$ cat config.mk
export PLATFORM = sky130hd
export DESIGN_NAME = dbh_host
export DESIGN_NICKNAME = d
export VERILOG_FILES = /design/src/verilog/dbh_pkg.sv /design/src/verilog/dbh_buf_if.sv /design/src/verilog/dbh_host.sv /design/src/verilog/dbh_skid.sv
export SDC_FILE = /design/constraint.sdc
export NUM_CORES = 1
export LEC_CHECK = 0
export ABC_AREA = 1
export ABC_CLOCK_PERIOD_IN_PS = 5600
export CAP_MARGIN = 30
export CORE_ASPECT_RATIO = 0.7
export CORE_MARGIN = 2
export CORE_UTILIZATION = 40
export DETAILED_ROUTE_END_ITERATION = 10
export DONT_BUFFER_PORTS = 1
export PLACE_DENSITY = 0.51
export SLEW_MARGIN = 20
export SYNTH_ARGS = -nofsm -noshare
export SYNTH_HDL_FRONTEND = slang
export SYNTH_SLANG_ARGS = --single-unit
$ cat constraint.sdc
create_clock -name i_clk_sys -period 5.6 [get_ports i_clk_sys]
set_input_delay 1.12 -clock i_clk_sys [delete_from_list [all_inputs] [get_ports i_clk_sys]]
set_output_delay 1.12 -clock i_clk_sys [all_outputs]
set_load 0.01 [all_outputs]
$ cat src/verilog/dbh_pkg.sv
// Package with timing constants and types of the DMA burst host controller
package dbh_pkg;
    localparam int CLK_NS = 100;                 // System clock period in ns
    localparam int T_ACK_NS = 20;                // Acknowledge setup and hold, min
    localparam int T_ENV_MIN_NS = 20;            // Envelope, min
    localparam int T_MLI_NS = 20;                // Interlock with minimum
    localparam int T_ZAH_NS = 20;                // Wait after release before driving
    localparam int T_CVS_NS = 70;                // CRC setup before acknowledge negation
    localparam int T_CVH_NS = 10;                // CRC hold after acknowledge negation
    localparam int T_RP_NS = 160;                // Ready to pause, min
    localparam int T_SS_NS = 50;                 // Last strobe to stop, min
    localparam int T_2CYC_NS = 240;              // Typical two-cycle time of strobe
    localparam int T_CYC_NS = 112;               // Strobe edge to edge, min
    localparam int T_J_NS = 20;                  // Read/write pulse to acknowledge hold
    localparam int T_D_NS = 215;                 // Multiword pulse width, min
    localparam int T_K_NS = 215;                 // Multiword negated width, min
    // Least times rounded up to whole cycles, at least one
    localparam int C_ACK = (T_ACK_NS + CLK_NS - 1) / CLK_NS;
    localparam int C_ENV = (T_ENV_MIN_NS + CLK_NS - 1) / CLK_NS;
    localparam int C_MLI = (T_MLI_NS + CLK_NS - 1) / CLK_NS;
    localparam int C_ZAH = (T_ZAH_NS + CLK_NS - 1) / CLK_NS;
    localparam int C_CVS = (T_CVS_NS + CLK_NS - 1) / CLK_NS;
    localparam int C_CVH = (T_CVH_NS + CLK_NS - 1) / CLK_NS;
    localparam int C_RP = (T_RP_NS + CLK_NS - 1) / CLK_NS;
    localparam int C_SS = (T_SS_NS + CLK_NS - 1) / CLK_NS;
    localparam int C_HALF = (T_2CYC_NS / 2 + CLK_NS - 1) / CLK_NS;
    localparam int C_J = (T_J_NS + CLK_NS - 1) / CLK_NS;
    localparam int C_D = (T_D_NS + CLK_NS - 1) / CLK_NS;
    localparam int C_K = (T_K_NS + CLK_NS - 1) / CLK_NS;
    localparam logic [7:0] CNT_ZERO = 8'h00;
    localparam logic [15:0] WORD_ZERO = 16'h0000;
    localparam logic [15:0] CRC_SEED = 16'h4ABA; // CRC start value
    localparam logic [15:0] CRC_POLY = 16'h1021; // CRC polynomial
    typedef enum {
        DBH_IDLE, DBH_MW_SETUP, DBH_MW_PULSE, DBH_MW_RECOV, DBH_MW_HOLD,
        DBH_U_ACK, DBH_U_ENV, DBH_U_RUN, DBH_U_SS, DBH_U_CRC, DBH_U_CVH, DBH_U_REL
    } dbh_state_t;
endpackage

$ cat src/verilog/dbh_buf_if.sv
// Interface carrying a valid/ready word stream between modules
`timescale 1ns/1ps
`default_nettype none
interface dbh_buf_if;
    logic valid;   // Word offered
    logic ready;   // Word accepted
    logic [15:0] data;
    modport src (output valid, output data, input ready);
    modport snk (input valid, input data, output ready);
endinterface // dbh_buf_if
`default_nettype wire

$ cat src/verilog/dbh_host.sv
// Host controller driving the DMA burst handshake pins
`timescale 1ns/1ps
`default_nettype none
module dbh_host
    import dbh_pkg::*;
(
    input wire logic i_clk_sys,
    input wire logic i_reset,
    input wire logic i_start,          // Start a burst, pulse
    input wire logic i_ultra,          // 1 Ultra DMA, 0 Multiword
    input wire logic i_dir_in,         // 1 data-in, 0 data-out
    input wire logic i_stop,           // Host wants to end the burst
    input wire logic i_out_valid,      // Write word offered
    input wire logic [15:0] i_out_data,
    output logic o_out_ready,          // Write word taken
    output logic o_in_valid,           // Read word offered
    output logic [15:0] o_in_data,
    input wire logic i_in_ready,       // Read word taken by user
    output logic o_busy,               // Burst in progress
    input wire logic i_dmarq,          // Device request pin
    input wire logic i_iordy,          // Device ready or strobe pin
    input wire logic [15:0] i_dd,      // Data bus input
    output logic [15:0] o_dd,          // Data bus output
    output logic o_dd_oe,              // Data bus drive enable
    output logic o_dmack_n,            // Acknowledge, active low
    output logic o_dior_n,             // Read strobe / host ready / stop side
    output logic o_diow_n,             // Write strobe / stop
    output logic o_hstrobe             // Host strobe for data-out
);
    // Pin synchronisers
    logic [2:0] s1_ff, s2_ff, s3_ff;
    logic [15:0] d1_ff, d2_ff;
    always_ff @(posedge i_clk_sys) begin
        s1_ff <= {i_dmarq, i_iordy, 1'b0};
        s2_ff <= s1_ff;
        s3_ff <= s2_ff;
        d1_ff <= i_dd;
        d2_ff <= d1_ff;
    end
    logic rq, strb, strb_edge;
    assign rq = s2_ff[2];
    assign strb = s2_ff[1];
    assign strb_edge = s2_ff[1] ^ s3_ff[1];
    // Read-side buffer
    dbh_buf_if rin ();
    dbh_buf_if rout ();
    dbh_skid u_skid (
        .i_clk_sys(i_clk_sys),
        .i_reset(i_reset),
        .in_p(rin.snk),
        .out_p(rout.src)
    );
    // State registers
    dbh_state_t st_ff, nxt_st;
    logic [7:0] cnt_ff, nxt_cnt;
    logic ack_ff, nxt_ack, rd_ff, nxt_rd, wr_ff, nxt_wr, hs_ff, nxt_hs;
    logic oe_ff, nxt_oe, ul_ff, nxt_ul, din_ff, nxt_din, pend_ff, nxt_pend;
    logic [15:0] dd_ff, nxt_dd, crc_ff, nxt_crc, cap_ff, nxt_cap;
    logic cap_v_ff, nxt_cap_v, ordy_ff, nxt_ordy;
    // CRC update of one word
    function automatic logic [15:0] crc_upd(input logic [15:0] c, input logic [15:0] d);
        logic [15:0] r;
        r = c;
        for (int i = 15; i >= 0; i--) begin
            r = (r[15] ^ d[i]) ? ((r << 1) ^ CRC_POLY) : (r << 1);
        end
        return r;
    endfunction
    // Buffer hookup
    assign rin.valid = cap_v_ff;
    assign rin.data = cap_ff;
    // Next-state logic of the burst engine
    always_comb begin
        nxt_st = st_ff;
        nxt_cnt = (cnt_ff != CNT_ZERO) ? cnt_ff - 8'd1 : CNT_ZERO;
        nxt_ack = ack_ff;
        nxt_rd = rd_ff;
        nxt_wr = wr_ff;
        nxt_hs = hs_ff;
        nxt_oe = oe_ff;
        nxt_ul = ul_ff;
        nxt_din = din_ff;
        nxt_pend = pend_ff;
        nxt_dd = dd_ff;
        nxt_crc = crc_ff;
        nxt_cap = cap_ff;
        nxt_cap_v = cap_v_ff && !rin.ready;
        nxt_ordy = 1'b0;
        if (i_stop && st_ff != DBH_IDLE) begin
            nxt_pend = 1'b1;
        end
        case (st_ff)
            DBH_IDLE: begin
                nxt_pend = 1'b0;
                // Start is taken only while request is present, else ignored
                if (i_start && rq) begin
                    nxt_ul = i_ultra;
                    nxt_din = i_dir_in;
                    nxt_wr = i_ultra;  // Stop held asserted until envelope ends
                    nxt_hs = 1'b1;     // Strobe parked high before ack
                    nxt_crc = CRC_SEED;
                    nxt_cnt = 8'(C_ZAH);
                    nxt_st = i_ultra ? DBH_U_ACK : DBH_MW_SETUP;
                end
            end
            DBH_MW_SETUP: begin
                nxt_ack = 1'b1;
                if (cnt_ff == CNT_ZERO) begin
                    if (!rq || pend_ff) begin
                        nxt_cnt = 8'(C_J);
                        nxt_st = DBH_MW_HOLD;
                    end else if (din_ff || i_out_valid) begin
                        nxt_oe = !din_ff;
                        nxt_dd = i_out_data;
                        nxt_rd = din_ff;
                        nxt_wr = !din_ff;
                        nxt_cnt = 8'(C_D);
                        nxt_st = DBH_MW_PULSE;
                    end
                end
            end
            DBH_MW_PULSE: begin
                if (cnt_ff == CNT_ZERO && (!din_ff || rin.ready)) begin
                    // Word moves at pulse negation
                    nxt_rd = 1'b0;
                    nxt_wr = 1'b0;
                    nxt_cap = d2_ff;
                    nxt_cap_v = din_ff;
                    nxt_ordy = !din_ff;
                    nxt_cnt = 8'(C_K);
                    nxt_st = DBH_MW_RECOV;
                end
            end
            DBH_MW_RECOV: begin
                nxt_oe = 1'b0;
                // Device may end by dropping request
                if (cnt_ff == CNT_ZERO) begin
                    nxt_st = DBH_MW_SETUP;
                end
            end
            DBH_MW_HOLD: begin
                if (cnt_ff == CNT_ZERO) begin
                    nxt_ack = 1'b0;
                    nxt_cnt = 8'(C_ZAH);
                    nxt_st = DBH_U_REL;
                end
            end
            DBH_U_ACK: begin
                if (cnt_ff == CNT_ZERO) begin
                    nxt_ack = 1'b1;
                    nxt_cnt = 8'(C_ENV);
                    nxt_st = DBH_U_ENV;
                end
            end
            DBH_U_ENV: begin
                if (cnt_ff == CNT_ZERO) begin
                    nxt_wr = 1'b0;           // Stop negated
                    nxt_rd = din_ff;         // Host ready asserted in data-in only
                    nxt_oe = !din_ff;
                    nxt_hs = 1'b1;
                    nxt_cnt = 8'(C_HALF);
                    nxt_st = DBH_U_RUN; // data next; device strobes in data-in, host in data-out
                end
            end
            DBH_U_RUN: begin
                if (!rq) begin
                    nxt_cnt = 8'(C_MLI);
                    nxt_st = DBH_U_CRC;
                end else if (din_ff) begin
                    // Capture a word on each strobe edge
                    if (strb_edge) begin
                        nxt_cap = d2_ff;
                        nxt_cap_v = 1'b1;
                        nxt_crc = crc_upd(crc_ff, d2_ff);
                    end
                    // Pause by dropping ready when buffer fills
                    nxt_rd = rin.ready && !pend_ff;
                    if (pend_ff && !rd_ff) begin
                        nxt_cnt = 8'(C_RP);
                        nxt_st = DBH_U_SS;
                    end
                end else if (cnt_ff == CNT_ZERO) begin
                    if (pend_ff || !i_out_valid) begin
                        nxt_cnt = 8'(C_SS);
                        nxt_st = DBH_U_SS;
                    end else if (strb) begin
                        // Device ready held; paced toggle
                        nxt_dd = i_out_data;
                        nxt_hs = !hs_ff;
                        nxt_ordy = 1'b1;
                        nxt_crc = crc_upd(crc_ff, i_out_data);
                        nxt_cnt = 8'(C_HALF);
                    end
                end
            end
            DBH_U_SS: begin
                if (din_ff && strb_edge) begin
                    nxt_cap = d2_ff;
                    nxt_cap_v = 1'b1;
                    nxt_crc = crc_upd(crc_ff, d2_ff);
                end
                if (cnt_ff == CNT_ZERO) begin
                    nxt_wr = 1'b1; // Stop asserted
                end
                if (!rq && wr_ff) begin
                    nxt_cnt = 8'(C_MLI);
                    nxt_st = DBH_U_CRC;
                end
            end
            DBH_U_CRC: begin
                nxt_wr = 1'b1;
                nxt_hs = 1'b1;
                nxt_oe = 1'b1;
                nxt_dd = crc_ff;
                if (cnt_ff == CNT_ZERO) begin
                    nxt_cnt = 8'(C_CVS);
                    nxt_st = DBH_U_CVH;
                    nxt_pend = 1'b1;
                end
            end
            DBH_U_CVH: begin
                if (cnt_ff == CNT_ZERO && ack_ff) begin
                    nxt_ack = 1'b0;
                    nxt_pend = 1'b0;
                    nxt_cnt = 8'(C_CVH);
                end else if (cnt_ff == CNT_ZERO) begin
                    nxt_oe = 1'b0;
                    nxt_rd = 1'b0;
                    // Stop stays asserted: it is the idle level of the pin
                    nxt_hs = 1'b0;
                    nxt_cnt = 8'(C_ZAH);
                    nxt_st = DBH_U_REL;
                end
            end
            default: begin // DBH_U_REL
                nxt_oe = 1'b0;
                if (cnt_ff == CNT_ZERO) begin
                    nxt_st = DBH_IDLE;
                end
            end
        endcase
    end
    // Register the burst engine
    always_ff @(posedge i_clk_sys) begin
        if (i_reset) begin
            st_ff <= DBH_IDLE;
            cnt_ff <= CNT_ZERO;
            ack_ff <= 1'b0;
            rd_ff <= 1'b0;
            wr_ff <= 1'b0;
            hs_ff <= 1'b0;
            oe_ff <= 1'b0;
            ul_ff <= 1'b0;
            din_ff <= 1'b0;
            pend_ff <= 1'b0;
            dd_ff <= WORD_ZERO;
            crc_ff <= CRC_SEED;
            cap_ff <= WORD_ZERO;
            cap_v_ff <= 1'b0;
            ordy_ff <= 1'b0;
        end else begin
            st_ff <= nxt_st;
            cnt_ff <= nxt_cnt;
            ack_ff <= nxt_ack;
            rd_ff <= nxt_rd;
            wr_ff <= nxt_wr;
            hs_ff <= nxt_hs;
            oe_ff <= nxt_oe;
            ul_ff <= nxt_ul;
            din_ff <= nxt_din;
            pend_ff <= nxt_pend;
            dd_ff <= nxt_dd;
            crc_ff <= nxt_crc;
            cap_ff <= nxt_cap;
            cap_v_ff <= nxt_cap_v;
            ordy_ff <= nxt_ordy;
        end
    end
    // Registered user-side outputs
    logic iv_ff, busy_ff;
    logic [15:0] id_ff;
    always_ff @(posedge i_clk_sys) begin
        if (i_reset) begin
            iv_ff <= 1'b0;
            id_ff <= WORD_ZERO;
            busy_ff <= 1'b0;
        end else begin
            if (rout.ready) begin
                iv_ff <= rout.valid;
                id_ff <= rout.data;
            end
            busy_ff <= (nxt_st != DBH_IDLE);
        end
    end
    // Head word leaves the buffer only into a free output slot
    assign rout.ready = !iv_ff || i_in_ready;
    // Pin mapping; multiword strobes are active low
    assign o_dmack_n = !ack_ff;
    assign o_dior_n = ul_ff ? !rd_ff : !rd_ff;
    assign o_diow_n = ul_ff ? wr_ff : !wr_ff;
    assign o_hstrobe = hs_ff;
    assign o_dd = dd_ff;
    assign o_dd_oe = oe_ff;
    assign o_out_ready = ordy_ff;
    assign o_in_valid = iv_ff;
    assign o_in_data = id_ff;
    assign o_busy = busy_ff;
endmodule // dbh_host
`default_nettype wire

$ cat src/verilog/dbh_skid.sv
// Two-entry word buffer with valid and ready on both sides
`timescale 1ns/1ps
`default_nettype none
module dbh_skid
    import dbh_pkg::*;
(
    input wire logic i_clk_sys,
    input wire logic i_reset,
    dbh_buf_if.snk in_p,
    dbh_buf_if.src out_p
);
    logic [15:0] mem_ff [2];        // Storage
    logic [15:0] nxt_mem [2];
    logic rd_ff, nxt_rd;            // Read pointer
    logic wr_ff, nxt_wr;            // Write pointer
    logic [1:0] cnt_ff, nxt_cnt;    // Fill level
    // Next state of the buffer
    always_comb begin
        logic push;
        logic pop;
        push = in_p.valid && in_p.ready;
        pop = out_p.valid && out_p.ready;
        nxt_mem = mem_ff;
        nxt_rd = rd_ff;
        nxt_wr = wr_ff;
        nxt_cnt = cnt_ff;
        if (push) begin
            nxt_mem[wr_ff] = in_p.data;
            nxt_wr = ~wr_ff;
        end
        if (pop) begin
            nxt_rd = ~rd_ff;
        end
        if (push && !pop) begin
            nxt_cnt = cnt_ff + 2'd1;
        end else if (pop && !push) begin
            nxt_cnt = cnt_ff - 2'd1;
        end
    end
    // Register the buffer
    always_ff @(posedge i_clk_sys) begin
        mem_ff <= nxt_mem;
        if (i_reset) begin
            rd_ff <= 1'b0;
            wr_ff <= 1'b0;
            cnt_ff <= 2'd0;
        end else begin
            rd_ff <= nxt_rd;
            wr_ff <= nxt_wr;
            cnt_ff <= nxt_cnt;
        end
    end
    assign in_p.ready = (cnt_ff != 2'd2);  // Honest full
    assign out_p.valid = (cnt_ff != 2'd0); // Honest empty
    assign out_p.data = mem_ff[rd_ff];
endmodule // dbh_skid
`default_nettype wire

==> results.md <==
* Tot Pwr at ~6.6 mW
* Actual slew at the worst max-slew pin at roughly 910 ps
* Vias at between 7000 and 8000
* LEAKAGE at 4.323 nW
* Worst path bufs/invs at 2
* Diode count at 0
* Final-report hold violation count at 0
* First-pass GRT wire length at 40.30 mm
* # nets final at around 1200
* Vias per cell at between 5 and 6
* Critical Path Max Stage Delay at 830 ps
* CTS Buffer Depth at 2
* Clock-pin slew on the worst setup and hold paths at approximately 80 ps
* Pre-antenna DRT Iters at 4
* Initial Utilization at 41.17%
* Sequential-to-total area share from yosys stat at 43.62%
* Syn-to-layout area delta at 9.442%
* Vias in the first global route at 7019
* FMAX at 0.3438 GHz
* Final worst-path cycle share at 51.94%
* Worst Skew at around 15 ps
* Mapped Avg Cell Area at slightly below 8 sq um
* Critical-path cell list: nor2_1, nand2_1, nor2_2, nand2_2, inv_2, nand3_1, nor2_1, inv_1, a2111oi_0
* Main flop type after synthesis: dfxtp_1
* Row Count at 46
* Setup TNS at 0 ps
* Status: finished clean
* DP Area at about 0.0096 sq mm
* Iter 0 DRT Violations at between 600 and 700
* Post-synth EDFFs at 32
* Syn Nets at ~1200
* Post-DRT Antenna Nets at 0
* Setup crit end kind: flop
* Area leader, netlist: dfxtp_1
* VDD IR max at around 0.31 mV
* FF+latch count, synth at 189
* Synthesized area at roughly 0.0094 sq mm
* Critical Path Source Type: flop
* Root buffer cell: clkbuf_16
* Critical Path AT at about 3200 ps
* Critical path peak fanout at 15
* Critical path type: flop to flop
* CP most frequent cell: nor2_1
* CTS resizes at 0
* DPL Wire Length at around 19 mm
* H-Tree Depth at 4
* Finished Core Util at 45.06%
* Largest net degree at the start of global routing at 61
* Synth async-reset ratio at 0%
* Final Cell Area at 0.01030 sq mm
* Post-CTS Setup Inserts at 0
* Final slew viol count at 0
* Die footprint at about 0.025 sq mm
* Slew headroom at a little under two fifths
* Hold Buf Count CTS at 0
* CTS tree: yes
* Syn Inst Count at approximately 1200
* Residual DRC at 0
* Die Wd at about 190 um
* Yosys top cell area share at roughly a third
* Clk sinks at 189
* Fraction of layout cells with a size suffix above 1 at between 10% and 20%
* Total power divided by cell area at 642.6 mW/mm^2
* DR WL/cell at approximately 17 um
* HP Class: flop to flop
* Unrepaired setup endpoints after global routing: false
* Synth warn at 0
* Critical Path RT at a little under 6000 ps
* Die height at 132.3 um
* TritonCTS Buffers at 17
* DRT Wirelength at approximately 25 mm
* # IOs at 82
* Grt ovf at 0
* Max-cap violation count at 0
* Top cells by area, synth: dfxtp_1 (33%), edfxtp_1 (10%), nand2_1 (9.4%)
* Max stage delay cell, worst path: a2111oi_0
* Final setup violation count at 0
* Tot GR Track Use at between 20% and 30%
* I/O Buffers at 0
* Skew-Pair Late Insertion Delay at between 400 and 500 ps
* CP delay by family, top: simple AND/OR/NAND/NOR gates
* Initial antenna violation count at 0
* Placer Congestion at around 0.93
* Core area at ~0.023 sq mm
* Netlist cell types at between 50 and 60
* Minimum clock period at roughly 2900 ps
[worst reg2reg max path: cells and delay by family (launching register included)]
| kind | cells | cell delay [ps] |
|---|---|---|
| AND/OR/NAND/NOR | 6 | 1080 |
| buffers and inverters | 2 | 490 |
| flip-flops | 1 | 320 |
| AO/OA/AOI/OAI | 1 | 830 |
[path summary, 6_finish.rpt]
check	startpoint	end	slack, ps	depth (start not counted)
max	st_ff[29]	o_out_ready	2690	9
min	d1_ff[12]	d2_ff[12]	320	0
max reg2reg	st_ff[29]	o_out_ready	2690	9
min reg2reg	d1_ff[12]	d2_ff[12]	320	0
[cell usage after synthesis, types with 9 or more instances]
master / number
nand2_1: 235
o21ai_1: 31
o21ai_0: 58
a21oi_1: 40
a31oi_1: 21
buf_2: 9
a211oi_2: 15
inv_1: 106
clkbuf_1: 24
nor3_1: 30
edfxtp_1: 32
inv_2: 22
nand2_2: 10
dfxtp_1: 157
xnor2_1: 30
nand3_1: 41
xnor2_2: 11
xor2_1: 33
nand4_1: 17
nor2_1: 180
[cells by family (layout without fill, tap and decap cells)]
family	after synthesis	after routing	share of synthesized area [%]
DFF	189	189	43.62
AOI/OAI and AO/OA	196	196	13.03
and+or+nand+nor	544	544	25.62
adders and majority gates	3	3	0.3990
xor gates and xnor gates	82	82	9.629
buffers and inverters	174	170	7.700
[state kept, by name, indices dropped and copies added (netlist names), 2 cells and up]
signal and count:
cap_ff 16, s2_ff 2, cnt_ff 8, s1_ff 2, st_ff 32, o_dd 16, d1_ff 16, o_in_data 16
crc_ff 16, u_skid.mem_ff 32, u_skid.cnt_ff 2, d2_ff 16
[final cells by class]
class,count,area [sq um]
Timing Repair Buffer,8,91.34
Sequential cell,189,4104
Tap cell,312,390.4
Clock inverter,14,180.2
Multi-Input combinational cell,825,4584
Fill cell,2329,12550
Clock buffer,18,450.4
Inverter,130,495.5
[cell usage in the layout, fill, tap and decap left out, types with 5 or more instances in the layout]
| cell type | synthesis | layout |
|---|---|---|
| a211oi_1 | 5 | 5 |
| a211oi_2 | 15 | 15 |
| a21oi_1 | 40 | 40 |
| a31oi_1 | 21 | 21 |
| buf_4 | 6 | 5 |
| clkbuf_16 | 0 | 18 |
| clkinv_8 | 0 | 5 |
| dfxtp_1 | 157 | 157 |
| edfxtp_1 | 32 | 32 |
| inv_1 | 106 | 106 |
| inv_2 | 22 | 22 |
| inv_8 | 0 | 5 |
| nand2_1 | 235 | 235 |
| nand2_2 | 10 | 10 |
| nand2_4 | 5 | 5 |
| nand3_1 | 41 | 41 |
| nand4_1 | 17 | 17 |
| nor2_1 | 180 | 178 |
| nor2_2 | 6 | 8 |
| nor3_1 | 30 | 30 |
| o211ai_1 | 6 | 6 |
| o21ai_0 | 58 | 58 |
| o21ai_1 | 31 | 31 |
| xnor2_1 | 30 | 30 |
| xnor2_2 | 11 | 11 |
| xor2_1 | 33 | 33 |
[metal layers]
| metal | vias to the layer above | part of all wire (%) | GRT usage, % |
|---|---|---|---|
| met3 | 13 | 7.9 | 6.228 |
| met2 | 216 | 39 | 27.80 |
| met4 | 0 | 0.74 | 4.056 |
| met5 | - | 0 | 0 |
| met1 | 3461 | 52 | 32.84 |
| li1 | 3824 | - | - |
[report_power, final]
part / total, mW / internal, mW / switching [mW]
clock: 1.27 / 0.639 / 0.627
sequential: 2.05 / 1.69 / 0.354
combinational: 3.30 / 1.16 / 2.14
total: 6.62 / 3.49 / 3.12
[metrics by stage]
step	std cells	setup WS [ps]	hold slack (ps)
CTS	1494	2344	327.8
global route	1496	2457	326.4
floorplan	1188	3044	309.6
detailed placement	1462	2370	312.1
finish	1496	2692	321.7
global placement	1460	2373	311.8
Power figures use the tool's default switching activity.
